### src/core/pgbl_pkg.sv
package pgbl_pkg;
	localparam int unsigned PIX_W = 12;
	localparam logic [11:0] PIX_MAX = 12'hfff;
	// register byte offsets, per-colour groups step by one word
	localparam logic [11:0] OFS_CTRL    = 12'h000;
	localparam logic [11:0] OFS_THR     = 12'h004;
	localparam logic [11:0] OFS_ROW_TGT = 12'h008;
	localparam logic [11:0] OFS_ROW_DEF = 12'h00c;
	localparam logic [11:0] OFS_DIG_OFS = 12'h010;
	localparam logic [11:0] OFS_GAIN    = 12'h020;
	localparam logic [11:0] OFS_AOFS    = 12'h030;
	localparam logic [11:0] OFS_RBL     = 12'h040;
	// field positions
	localparam int CTRL_FIXED   = 0;
	localparam int CTRL_ROWC    = 1;
	localparam int CTRL_LOCK_G  = 2;
	localparam int CTRL_LOCK_RB = 3;
	localparam int THR_HI_LSB   = 16;
	localparam int GAIN_DBL_BIT = 6;
	localparam int GAIN_DIG_LSB = 8;
	localparam int GAIN_TOT_LSB = 16;
	// reset values
	localparam logic [3:0]  CTRL_RST     = 4'h2;
	localparam logic [11:0] THR_LO_RST   = 12'h0a0;
	localparam logic [11:0] THR_HI_RST   = 12'h0c0;
	localparam logic [11:0] ROW_TGT_RST  = 12'h0a8;
	localparam logic [9:0]  ROW_DEF_RST  = 10'h000;
	localparam logic [9:0]  DIG_OFS_RST  = 10'h000;
	localparam logic [5:0]  ANA_CODE_RST = 6'h08;
	localparam logic [6:0]  DIG_CODE_RST = 7'h00;
	localparam logic [8:0]  AOFS_RST     = 9'h000;
	localparam logic [11:0] RBL_RST      = 12'h000;
	// calibration counts
	localparam logic [4:0]  BLC_CNT_FULL  = 5'h10;
	localparam logic [2:0]  DARK_CNT_LAST = 3'h7;
	localparam logic [8:0]  STEP_COARSE   = 9'h010;
	localparam logic [8:0]  STEP_FINE     = 9'h001;
	localparam logic [8:0]  AOFS_MAX      = 9'h1ff;
	localparam logic [7:0]  DIG_UNITY     = 8'h08;

	typedef enum logic [1:0] {
		COL_G1 = 2'b00,
		COL_R  = 2'b01,
		COL_B  = 2'b10,
		COL_G2 = 2'b11
	} pgbl_col_e;

	typedef enum logic {
		BLC_COARSE = 1'b0,
		BLC_FINE   = 1'b1
	} pgbl_blc_e;
endpackage

### src/core/pgbl_core.sv
// Overview of operation
// - each Bayer colour keeps its own gain and analog offset settings
// - signed digital offset -512..511 added after digital gain, 12-bit out
// - digital gain is one plus code over eight
// - analog gain is (1 + doubler) times code over eight
// - overall gain is analog gain times digital gain, 0 to about 265.8
// - analog calibration samples then adjusts, per colour, own method each
// - offsets steered so dark-row mean lies inside target thresholds
// - big correction only after reset or analog gain change
// - green lock with equal gains gives first green offset to both
// - red-blue lock with equal gains gives red offset to both
// - reading an offset register returns the offset in effect
// - fixed mode writes act at once, else held until fixed entry
// - fixed mode stops calibration sampling and adjustment; row black still measured
// - row black measured per colour from leading shielded pixels
// - row correction adds target minus measured row black to actives
// - correction off adds one shared default offset
module pgbl_core
	import pgbl_pkg::*;
(
	// clock, reset, enable
	input  wire logic             CORE_CLK,
	input  wire logic             NRST,
	input  wire logic             CE,
	// apb slave
	input  wire logic             PSEL,
	input  wire logic             PENABLE,
	input  wire logic             PWRITE,
	input  wire logic [11:0]      PADDR,
	input  wire logic [31:0]      PWDATA,
	output logic      [31:0]      PRDATA,
	output logic                  PREADY,
	output logic                  PSLVERR,
	// pixels from the array adc
	input  wire logic             PIX_VALID,
	input  wire logic [11:0]      PIX_DATA,
	input  wire logic             PIX_FRAME_START,
	input  wire logic             PIX_ROW_START,
	input  wire logic             PIX_DARK_ROW,
	input  wire logic             PIX_DARK_COL,
	// pixels to the host
	output logic      [11:0]      DOUT,
	output logic                  DOUT_VALID,
	// analog front end controls
	output logic      [3:0][6:0]  ANA_GAIN_X8,
	output logic      [3:0][8:0]  ANA_OFFSET
);
	////////////////////////////////////////////////////////////////////
	logic             cap_r, rbl_sel_r, err_r;
	logic [31:0]      prdata_r, rd_data;
	logic             rd_err, apb_wr, in_gain, in_aofs, in_rbl;
	logic             fixed_enter;
	logic [3:0]       ctrl_r;
	logic [11:0]      thr_lo_r, thr_hi_r, row_tgt_r;
	logic [9:0]       row_def_r, dig_ofs_r;
	logic [5:0]       code_r [4];
	logic             dbl_r [4];
	logic [6:0]       dig_r [4];
	logic [6:0]       agx8 [4];
	logic [14:0]      tot [4];
	logic [8:0]       aofs_r [4];
	logic [8:0]       pend_r [4];
	logic             pend_v_r [4];
	pgbl_blc_e        mode_r [4];
	logic [8:0]       eff [4];
	logic             gain_chg [4];
	logic             blc_evt [4];
	logic [11:0]      blc_avg [4];
	logic [3:0]       rbl_we;
	logic [3:0][11:0] rbl_wd;
	logic [11:0]      rbl_a, rbl_b;
	logic             row_par_r, col_par_r;
	logic             act1_r, dk1_r, drow1_r, rs1_r;
	logic             act2_r, dk2_r, rs2_r;
	logic [11:0]      pix1_r;
	pgbl_col_e        col1_r, col2_r;
	logic [19:0]      prod;
	logic [16:0]      g2_r;
	logic [13:0]      corr;
	logic [18:0]      sum;
	logic [11:0]      dout_r;
	logic             dvld_r;
	logic [5:0]       g_first_ana_gain_code, g_second_ana_gain_code;
	logic             g_first_ana_doubler, g_second_ana_doubler;
	logic             eq_g, eq_rb;

	////////////////////////////////////////////////////////////////////
	// apb: zero wait states once the setup cycle has been captured
	assign PREADY  = PSEL & PENABLE & cap_r & CE;
	assign PSLVERR = PREADY & err_r;
	assign PRDATA  = rbl_sel_r ? {20'h00000, rbl_b} : prdata_r;
	assign apb_wr  = PREADY & PWRITE;
	assign in_gain = PADDR[11:4] == OFS_GAIN[11:4] && PADDR[1:0] == 2'h0;
	assign in_aofs = PADDR[11:4] == OFS_AOFS[11:4] && PADDR[1:0] == 2'h0;
	assign in_rbl  = PADDR[11:4] == OFS_RBL[11:4] && PADDR[1:0] == 2'h0;
	assign fixed_enter = apb_wr && PADDR == OFS_CTRL &&
		PWDATA[CTRL_FIXED] && !ctrl_r[CTRL_FIXED];

	always_comb begin
		rd_data = 32'h00000000;
		rd_err  = 1'b0;
		case (PADDR)
			OFS_CTRL:    rd_data = {28'h0000000, ctrl_r};
			OFS_THR:     rd_data = {4'h0, thr_hi_r, 4'h0, thr_lo_r};
			OFS_ROW_TGT: rd_data = {20'h00000, row_tgt_r};
			OFS_ROW_DEF: rd_data = {22'h000000, row_def_r};
			OFS_DIG_OFS: rd_data = {22'h000000, dig_ofs_r};
			default: begin
				if (in_gain) begin
					rd_data = {1'b0, tot[PADDR[3:2]], 1'b0, dig_r[PADDR[3:2]],
						1'b0, dbl_r[PADDR[3:2]], code_r[PADDR[3:2]]};
				end else if (in_aofs) begin
					rd_data = {23'h000000, eff[PADDR[3:2]]};
				end else if (!in_rbl) begin
					rd_err = 1'b1;
				end
			end
		endcase
	end

	always_ff @(posedge CORE_CLK) begin
		if (!NRST) begin
			cap_r     <= 1'b0;
			prdata_r  <= 32'h00000000;
			rbl_sel_r <= 1'b0;
			err_r     <= 1'b0;
		end else if (CE) begin
			cap_r <= PSEL & ~(PENABLE & cap_r);
			if (PSEL && !cap_r) begin
				prdata_r  <= rd_data;
				rbl_sel_r <= in_rbl;
				err_r     <= rd_err;
			end
		end
	end

	always_ff @(posedge CORE_CLK) begin
		if (!NRST) begin
			ctrl_r    <= CTRL_RST;
			thr_lo_r  <= THR_LO_RST;
			thr_hi_r  <= THR_HI_RST;
			row_tgt_r <= ROW_TGT_RST;
			row_def_r <= ROW_DEF_RST;
			dig_ofs_r <= DIG_OFS_RST;
		end else if (CE && apb_wr) begin
			case (PADDR)
				OFS_CTRL:    ctrl_r    <= PWDATA[3:0];
				OFS_THR: begin
					thr_lo_r <= PWDATA[11:0];
					thr_hi_r <= PWDATA[THR_HI_LSB +: 12];
				end
				OFS_ROW_TGT: row_tgt_r <= PWDATA[11:0];
				OFS_ROW_DEF: row_def_r <= PWDATA[9:0];
				OFS_DIG_OFS: dig_ofs_r <= PWDATA[9:0];
				default: ;
			endcase
		end
	end

	////////////////////////////////////////////////////////////////////
	// offset locking on the shared signal chains
	assign g_first_ana_gain_code  = code_r[COL_G1];
	assign g_second_ana_gain_code = code_r[COL_G2];
	assign g_first_ana_doubler    = dbl_r[COL_G1];
	assign g_second_ana_doubler   = dbl_r[COL_G2];
	assign eq_g  = g_first_ana_gain_code == g_second_ana_gain_code &&
		g_first_ana_doubler == g_second_ana_doubler;
	assign eq_rb = code_r[COL_R] == code_r[COL_B] &&
		dbl_r[COL_R] == dbl_r[COL_B];
	assign eff[COL_G1] = aofs_r[COL_G1];
	assign eff[COL_R]  = aofs_r[COL_R];
	assign eff[COL_B]  = (ctrl_r[CTRL_LOCK_RB] && eq_rb) ?
		aofs_r[COL_R] : aofs_r[COL_B];
	assign eff[COL_G2] = (ctrl_r[CTRL_LOCK_G] && eq_g) ?
		aofs_r[COL_G1] : aofs_r[COL_G2];

	////////////////////////////////////////////////////////////////////
	// per-colour gain, analog calibration and row black measurement
	for (genvar c = 0; c < 4; c++) begin : g_col
		logic        hit, ofs_wr, take, dk_take, dfull_r;
		logic [15:0] bsum_r;
		logic [4:0]  bcnt_r;
		logic [19:0] dsum_r, dsum_nx;
		logic [2:0]  dcnt_r;
		logic [8:0]  step, up, dn;
		logic [9:0]  up_w;

		assign hit    = PADDR[3:2] == 2'(c);
		assign ofs_wr = apb_wr && in_aofs && hit;
		assign agx8[c] = dbl_r[c] ? {code_r[c], 1'b0}
			: {1'b0, code_r[c]};
		assign tot[c] = {8'h00, agx8[c]} *
			{7'h00, DIG_UNITY + {1'b0, dig_r[c]}};
		assign gain_chg[c] = apb_wr && in_gain && hit &&
			(PWDATA[5:0] != code_r[c] || PWDATA[GAIN_DBL_BIT] != dbl_r[c]);

		always_ff @(posedge CORE_CLK) begin
			if (!NRST) begin
				code_r[c] <= ANA_CODE_RST;
				dbl_r[c]  <= 1'b0;
				dig_r[c]  <= DIG_CODE_RST;
			end else if (CE && apb_wr && in_gain && hit) begin
				code_r[c] <= PWDATA[5:0];
				dbl_r[c]  <= PWDATA[GAIN_DBL_BIT];
				dig_r[c]  <= PWDATA[GAIN_DIG_LSB +: 7];
			end
		end

		// fixed mode takes no calibration samples; row black sampling carries on
		assign take = !ctrl_r[CTRL_FIXED] && act1_r && drow1_r &&
			col1_r == pgbl_col_e'(c) && bcnt_r != BLC_CNT_FULL;
		assign blc_evt[c] = PIX_FRAME_START && !ctrl_r[CTRL_FIXED] &&
			bcnt_r == BLC_CNT_FULL;
		assign blc_avg[c] = bsum_r[15:4];

		always_ff @(posedge CORE_CLK) begin
			if (!NRST) begin
				bsum_r <= 16'h0000;
				bcnt_r <= 5'h00;
			end else if (CE) begin
				if (PIX_FRAME_START) begin
					bsum_r <= 16'h0000;
					bcnt_r <= 5'h00;
				end else if (take) begin
					bsum_r <= bsum_r + {4'h0, pix1_r};
					bcnt_r <= bcnt_r + 5'h01;
				end
			end
		end

		// coarse steps from reset or an analog gain change until the level lands in the window
		assign step = (mode_r[c] == BLC_COARSE) ? STEP_COARSE
			: STEP_FINE;
		assign up_w = {1'b0, aofs_r[c]} + {1'b0, step};
		assign up   = up_w[9] ? AOFS_MAX : up_w[8:0];
		assign dn   = (aofs_r[c] < step) ? 9'h000 : aofs_r[c] - step;

		always_ff @(posedge CORE_CLK) begin
			if (!NRST) begin
				aofs_r[c] <= AOFS_RST;
				mode_r[c] <= BLC_COARSE;
			end else if (CE) begin
				if (fixed_enter) begin
					if (pend_v_r[c] || ofs_wr) begin
						aofs_r[c] <= ofs_wr ? PWDATA[8:0] : pend_r[c];
					end
				end else if (ctrl_r[CTRL_FIXED] && ofs_wr) begin
					aofs_r[c] <= PWDATA[8:0];
				end else if (blc_evt[c]) begin
					if (blc_avg[c] < thr_lo_r) begin
						aofs_r[c] <= up;
					end else if (blc_avg[c] > thr_hi_r) begin
						aofs_r[c] <= dn;
					end else begin
						mode_r[c] <= BLC_FINE;
					end
				end
				if (gain_chg[c]) begin
					mode_r[c] <= BLC_COARSE;
				end
			end
		end

		// a write in automatic mode waits here for the next fixed entry
		always_ff @(posedge CORE_CLK) begin
			if (!NRST) begin
				pend_r[c]   <= AOFS_RST;
				pend_v_r[c] <= 1'b0;
			end else if (CE) begin
				if (ofs_wr) begin
					pend_r[c] <= PWDATA[8:0];
				end
				// a fixed-mode write already acted, so it must not replay later
				pend_v_r[c] <= (ofs_wr && !ctrl_r[CTRL_FIXED]) ||
					(pend_v_r[c] && !fixed_enter);
			end
		end

		always_ff @(posedge CORE_CLK) begin
			if (!NRST) begin
				ANA_GAIN_X8[c] <= 7'h00;
				ANA_OFFSET[c]  <= AOFS_RST;
			end else if (CE) begin
				ANA_GAIN_X8[c] <= agx8[c];
				ANA_OFFSET[c]  <= eff[c];
			end
		end

		// row black: mean of the first eight digitally gained shielded pixels per colour
		assign dk_take = dk2_r && col2_r == pgbl_col_e'(c) && !dfull_r;
		assign dsum_nx = dsum_r + {3'h0, g2_r};
		assign rbl_we[c] = dk_take && dcnt_r == DARK_CNT_LAST;
		assign rbl_wd[c] = (|dsum_nx[19:15]) ? PIX_MAX : dsum_nx[14:3];

		always_ff @(posedge CORE_CLK) begin
			if (!NRST) begin
				dsum_r  <= 20'h00000;
				dcnt_r  <= 3'h0;
				dfull_r <= 1'b0;
			end else if (CE) begin
				if (rs2_r) begin
					dsum_r  <= 20'h00000;
					dcnt_r  <= 3'h0;
					dfull_r <= 1'b0;
				end else if (dk_take) begin
					dsum_r  <= dsum_nx;
					dcnt_r  <= dcnt_r + 3'h1;
					dfull_r <= dcnt_r == DARK_CNT_LAST;
				end
			end
		end
	end

	pgbl_rbl_mem u_rbl (
		.clk     (CORE_CLK),
		.rst_n   (NRST),
		.ce      (CE),
		.we      (rbl_we),
		.wdata   (rbl_wd),
		.raddr_a (col1_r),
		.rdata_a (rbl_a),
		.raddr_b (PADDR[3:2]),
		.rdata_b (rbl_b)
	);

	////////////////////////////////////////////////////////////////////
	// bayer position; frame start primes the row parity to odd, so the first row is even
	always_ff @(posedge CORE_CLK) begin
		if (!NRST) begin
			row_par_r <= 1'b0;
			col_par_r <= 1'b0;
		end else if (CE) begin
			if (PIX_FRAME_START) begin
				row_par_r <= 1'b1;
				col_par_r <= 1'b0;
			end else if (PIX_ROW_START) begin
				row_par_r <= ~row_par_r;
				col_par_r <= 1'b0;
			end else if (PIX_VALID) begin
				col_par_r <= ~col_par_r;
			end
		end
	end

	////////////////////////////////////////////////////////////////////
	// three stage pixel pipe: capture, digital gain, offsets and clamp
	assign prod = {8'h00, pix1_r} *
		{12'h000, DIG_UNITY + {1'b0, dig_r[col1_r]}};
	assign corr = ctrl_r[CTRL_ROWC] ?
		{2'b00, row_tgt_r} - {2'b00, rbl_a}
		: {{4{row_def_r[9]}}, row_def_r};
	assign sum = {2'b00, g2_r} + {{9{dig_ofs_r[9]}}, dig_ofs_r} +
		{{5{corr[13]}}, corr};

	always_ff @(posedge CORE_CLK) begin
		if (!NRST) begin
			act1_r  <= 1'b0;
			dk1_r   <= 1'b0;
			drow1_r <= 1'b0;
			rs1_r   <= 1'b0;
			pix1_r  <= 12'h000;
			col1_r  <= COL_G1;
			act2_r  <= 1'b0;
			dk2_r   <= 1'b0;
			rs2_r   <= 1'b0;
			col2_r  <= COL_G1;
			g2_r    <= 17'h00000;
		end else if (CE) begin
			act1_r  <= PIX_VALID & ~PIX_DARK_COL;
			dk1_r   <= PIX_VALID & PIX_DARK_COL;
			drow1_r <= PIX_DARK_ROW;
			rs1_r   <= PIX_ROW_START;
			pix1_r  <= PIX_DATA;
			col1_r  <= pgbl_col_e'({row_par_r, col_par_r});
			act2_r  <= act1_r;
			dk2_r   <= dk1_r;
			rs2_r   <= rs1_r;
			col2_r  <= col1_r;
			g2_r    <= prod[19:3];
		end
	end

	// result may go negative or past full scale after the offsets
	always_ff @(posedge CORE_CLK) begin
		if (!NRST) begin
			dout_r <= 12'h000;
			dvld_r <= 1'b0;
		end else if (CE) begin
			dvld_r <= act2_r;
			if (act2_r) begin
				if (sum[18]) begin
					dout_r <= 12'h000;
				end else if (|sum[17:12]) begin
					dout_r <= PIX_MAX;
				end else begin
					dout_r <= sum[11:0];
				end
			end
		end
	end

	assign DOUT       = dout_r;
	assign DOUT_VALID = dvld_r;
endmodule // pgbl_core

### src/core/pgbl_rbl_mem.sv
module pgbl_rbl_mem
	import pgbl_pkg::*;
(
	// clock, reset, enable
	input  wire logic             clk,
	input  wire logic             rst_n,
	input  wire logic             ce,
	// per-entry write
	input  wire logic [3:0]       we,
	input  wire logic [3:0][11:0] wdata,
	// two registered read ports
	input  wire logic [1:0]       raddr_a,
	output logic      [11:0]      rdata_a,
	input  wire logic [1:0]       raddr_b,
	output logic      [11:0]      rdata_b
);
	logic [11:0] mem_r [4];

	for (genvar i = 0; i < 4; i++) begin : g_ent
		always_ff @(posedge clk) begin
			if (!rst_n) begin
				mem_r[i] <= RBL_RST;
			end else if (ce && we[i]) begin
				mem_r[i] <= wdata[i];
			end
		end
	end

	always_ff @(posedge clk) begin
		if (!rst_n) begin
			rdata_a <= RBL_RST;
			rdata_b <= RBL_RST;
		end else if (ce) begin
			rdata_a <= mem_r[raddr_a];
			rdata_b <= mem_r[raddr_b];
		end
	end
endmodule // pgbl_rbl_mem

### config.mk
export PLATFORM = sky130hd
export DESIGN_NAME = pgbl_core
export DESIGN_NICKNAME = d
export VERILOG_FILES = /design/src/core/pgbl_pkg.sv /design/src/core/pgbl_core.sv /design/src/core/pgbl_rbl_mem.sv
export SDC_FILE = /design/constraint.sdc
export NUM_CORES = 2
export LEC_CHECK = 0
export BUFFER_PORTS_ARGS = -buffer_cell sky130_fd_sc_hd__clkbuf_2
export CAP_MARGIN = 30
export CORE_UTILIZATION = 50
export DETAILED_ROUTE_END_ITERATION = 12
export PLACE_DENSITY = 0.69
export SLEW_MARGIN = 0
export SYNTH_ARGS = -nofsm -noshare
export SYNTH_HDL_FRONTEND = slang
export SYNTH_SLANG_ARGS = --single-unit
### constraint.sdc
create_clock -name CORE_CLK -period 6.9 [get_ports CORE_CLK]
set_input_delay 1.725 -clock CORE_CLK [delete_from_list [all_inputs] [get_ports CORE_CLK]]
set_output_delay 1.725 -clock CORE_CLK [all_outputs]
set_load 0.01 [all_outputs]
==> qor.csv <==
stage,metric,value,unit
route,DRT Pass-1 Iters,8,
sta,final setup margin,735,ps
synthesis,Post-synth EDFFs,181,
worst_setup_path,CP Launch Type,flop,
clock_network,CTS Root Cell,clkbuf_16,
sta,Final Critical Period,6160,ps
cells_and_area,Final #Nets,6165,
power,Switching Share,0.300,
synthesis,post-synthesis simple-gate area fraction,0.179,
synthesis,post-synthesis mux area share,0.0696,
power,Pwr Density,184,nW/um2
floorplanning,row count,113,
sta,Max Slew Vio Count,0,
floorplanning,Core Region,95300,um2
synthesis,XOR/XNOR Fraction of Synth Area,0.0463,
route,Via-to-Cell Ratio,6.13,
placed_design,dpl hpwl,113,mm
power,power share of the clock group,0.415,
synthesis,compound-cell area share of the yosys netlist,0.166,
synthesis,yosys warns,0,
cells_and_area,Final Instance Count excl. Fillers,6766,
sta,fmax,0.162,GHz
grt,Total GRT Usage,0.302,
sta,final hold violations,0,
sta,Relative slew margins,0.208,
worst_setup_path,Critical Path End Type,flop,
cells_and_area,"leading cell type in the layout, fill and taps excluded",nor2_1,
cells_and_area,footprint of the multi-input gates,32000,um2
synthesis,Mapped Area,48200,um2
synthesis,Most used DFF post-synth,dfxtp_1,
clock_network,CTS sink count,602,
floorplanning,die height,313,um
route,DRC viols,0,
route,Post-Route WL,150,mm
cells_and_area,Storage cell area,13900,um2
synthesis,Post-Synthesis Cells,5375,
clock_network,CTS tree,yes,
power,Int Power,6.80,mW
sta,Worst-Margin Slew,1170,ps
cells_and_area,"commonest cells after routing, fill and taps aside","nor2_1 (552), ha_1 (453), dfxtp_1 (421)",
min_path,Hold Crit Class,flop to flop,
grt,largest net degree at the start of global routing,91,
synthesis,main combinational cell family by area after synthesis,adder cells,
worst_setup_path,crit-path max FO,7,
sta,Final Cycle Share,0.893,
power,Sw Pwr,2.91,mW
placed_design,RePlAce Congestion,0.948,
placed_design,Placed Instances,6633,
worst_setup_path,Worst Path Arrival,6700,ps
sta,clk_skew,42.0,ps
clock_network,Post-CTS Hold Fix Bufs,0,
floorplanning,Initial Util,0.506,
route,vias,41453,
grt,grt total ovfl,0,
placed_design,Buffers on Ports,170,
power,peak supply drop,0.171,mV
route,"antenna viol nets, final",0,
grt,initial antenna violation count,2,
job,max capacitance violation total,0,
floorplanning,IO Count,178,
clock_network,PostCTS Resize Cnt,0,
clock_network,clk_lat worst skew,680,ps
power,sequential share of power,0.403,
worst_setup_path,critical path class,flop to flop,
clock_network,clock buffer depth,3,
sta,RSZ-0062 raised after global routing,no,
power,Logic pwr share,0.181,
grt,vias in the first global route,39005,
clock_network,"CTS clk-pin slew, worst paths",60,ps
synthesis,Yosys reg bits,602,
floorplanning,Die Wd,313,um
cells_and_area,filler instances,8567,
synthesis,sequential area share after synthesis,0.288,
clock_network,TritonCTS Buffers,71,
clock_network,post-CTS setup buffer count,0,
placed_design,pre-CTS worst setup slack,815,ps
sta,Fin Setup TNS,0,ps
synthesis,Async SR Flop Fraction,0,
power,"Power, Total",9.71,mW
cells_and_area,layout cells sized above 1,0.0965,
grt,first-pass GRT wire length,230,mm
clock_network,H-tree Lvls,3,
sta,# setup viols final,0,
route,drt wl/cell,22.2,um
route,Iter 0 DRT Violations,4096,
floorplanning,die area,97700,um2
worst_setup_path,worst path required time,7430,ps
run_status,status,"complete, no violations",
cells_and_area,Area Growth Syn to Fin,9.70,%
synthesis,"Distinct cells, synth",95,
synthesis,syn_area_per_cell,8.97,um2
synthesis,post-synthesis adder-cell area fraction,0.202,
power,Pleak,23.0,nW
==> area by class of cell <==
| type | instances | area share |
|---|---|---|
| Clock inverter | 34 | 0.00778 |
| Tap cell | 1265 | 0.0299 |
| Inverter | 357 | 0.0255 |
| Antenna cell | 1 | 0.0000473 |
| Timing Repair Buffer | 264 | 0.0300 |
| Clock buffer | 98 | 0.0388 |
| Sequential cell | 602 | 0.262 |
| Multi-Input combinational cell | 4145 | 0.606 |
==> power groups by stage <==
stage	registers (mW)	logic, mW	clock network (mW)
final	3.92	1.76	4.03
after CTS	3.91	1.75	4.08
after global placement	3.99	1.71	0
after detailed placement	3.99	1.73	0
after global routing	3.92	1.95	4.20
after floorplan	3.88	1.25	0
==> path summary, 6_finish.rpt <==
| kind | start | end | slack [ps] | depth (start not counted) |
|---|---|---|---|---|
| max | flop | g2_r[13] | 740 | 19 |
| max reg2reg | flop | g2_r[13] | 740 | 19 |
| min | ANA_GAIN_X8[15] | ANA_GAIN_X8[15] | 460 | 2 |
| min reg2reg | ANA_GAIN_X8[15] | ANA_GAIN_X8[15] | 460 | 2 |
==> worst max-delay path: stages, from the launching register on <==
cell and delay, ps:
dfxtp_1 580, mux4_2 660, ha_1 240, xnor2_1 550, buf_4 270, nor2b_1 70, fa_1 530, inv_1 60
fa_1 440, fa_1 500, inv_1 60, fa_1 450, ha_1 360, a21oi_1 280, nor2b_1 80, a41oi_1 210
o211ai_1 170, a31oi_1 240, xor2_1 170, o21ai_0 100
==> sequential cells by signal, summed over array words and instances, names as in the netlist, 17 cells and up, named ones only <==
signal and count:
g_col.dsum_r 80, g_col.bsum_r 64, u_rbl.mem_r 48, ANA_OFFSET 36
aofs_r 36, pend_r 36, prdata_r 30, ANA_GAIN_X8 28
dig_r 28, code_r 24, g_col.bcnt_r 20, g2_r 17
==> synthesized netlist by cell type, types with 13 or more instances <==
cell	number	area [um2]
a22o_1	14	123
xnor2_1	163	1430
and3_1	74	463
o21bai_1	29	218
clkbuf_1	237	890
xor2_1	92	806
o221ai_1	21	184
o21ai_0	216	1080
a31oi_1	70	438
edfxtp_1	181	5440
mux2i_1	172	1720
and2_1	139	870
mux2_2	31	349
nor3_1	108	541
inv_1	356	1340
buf_1	23	86.3
a32oi_1	13	114
o21a_1	50	375
nand3_1	99	495
mux4_2	57	1280
ha_1	453	5670
or3_1	42	263
nand2b_1	80	500
a21oi_1	304	1520
or2_2	19	119
a21o_1	91	683
nor2_1	554	2080
a211oi_1	68	510
nor4_1	24	150
a2111oi_0	18	158
dfxtp_1	421	8430
nor3b_1	14	105
a221oi_1	19	166
nand4_1	56	350
o22ai_1	25	156
nor2b_1	125	782
o211ai_1	33	248
fa_1	204	4080
nand2_1	360	1350
o31ai_1	17	128
a22oi_1	99	743
==> through the flow <==
stage,area (um2),utilization,hold WS [ps]
3_3_place_gp,50400,0.529,436
4_1_cts,52900,0.555,455
3_5_place_dp,50400,0.529,445
2_1_floorplan,48200,-,432
5_1_grt,52900,0.555,479
6_report,52900,0.555,455
==> per-layer routing <==
metal | track usage | vias to the layer above | share of wire
met5 | 0 | - | 0
met4 | 0.134 | 0 | 0.049
met3 | 0.0528 | 343 | 0.091
met2 | 0.480 | 1744 | 0.45
met1 | 0.404 | 20006 | 0.41
li1 | - | 19360 | -
==> cell families (layout without fill, tap and decap cells) <==
family	after synthesis	in the layout
adder cells (fa/ha/maj)	657	657
AO/OA/AOI/OAI	1214	1214
AND/OR/NAND/NOR	1757	1757
flip-flops	602	602
buffers and inverters	629	753
multiplexers	260	260
other	1	3
XOR/XNOR	255	255
Power figures use the tool's default switching activity.
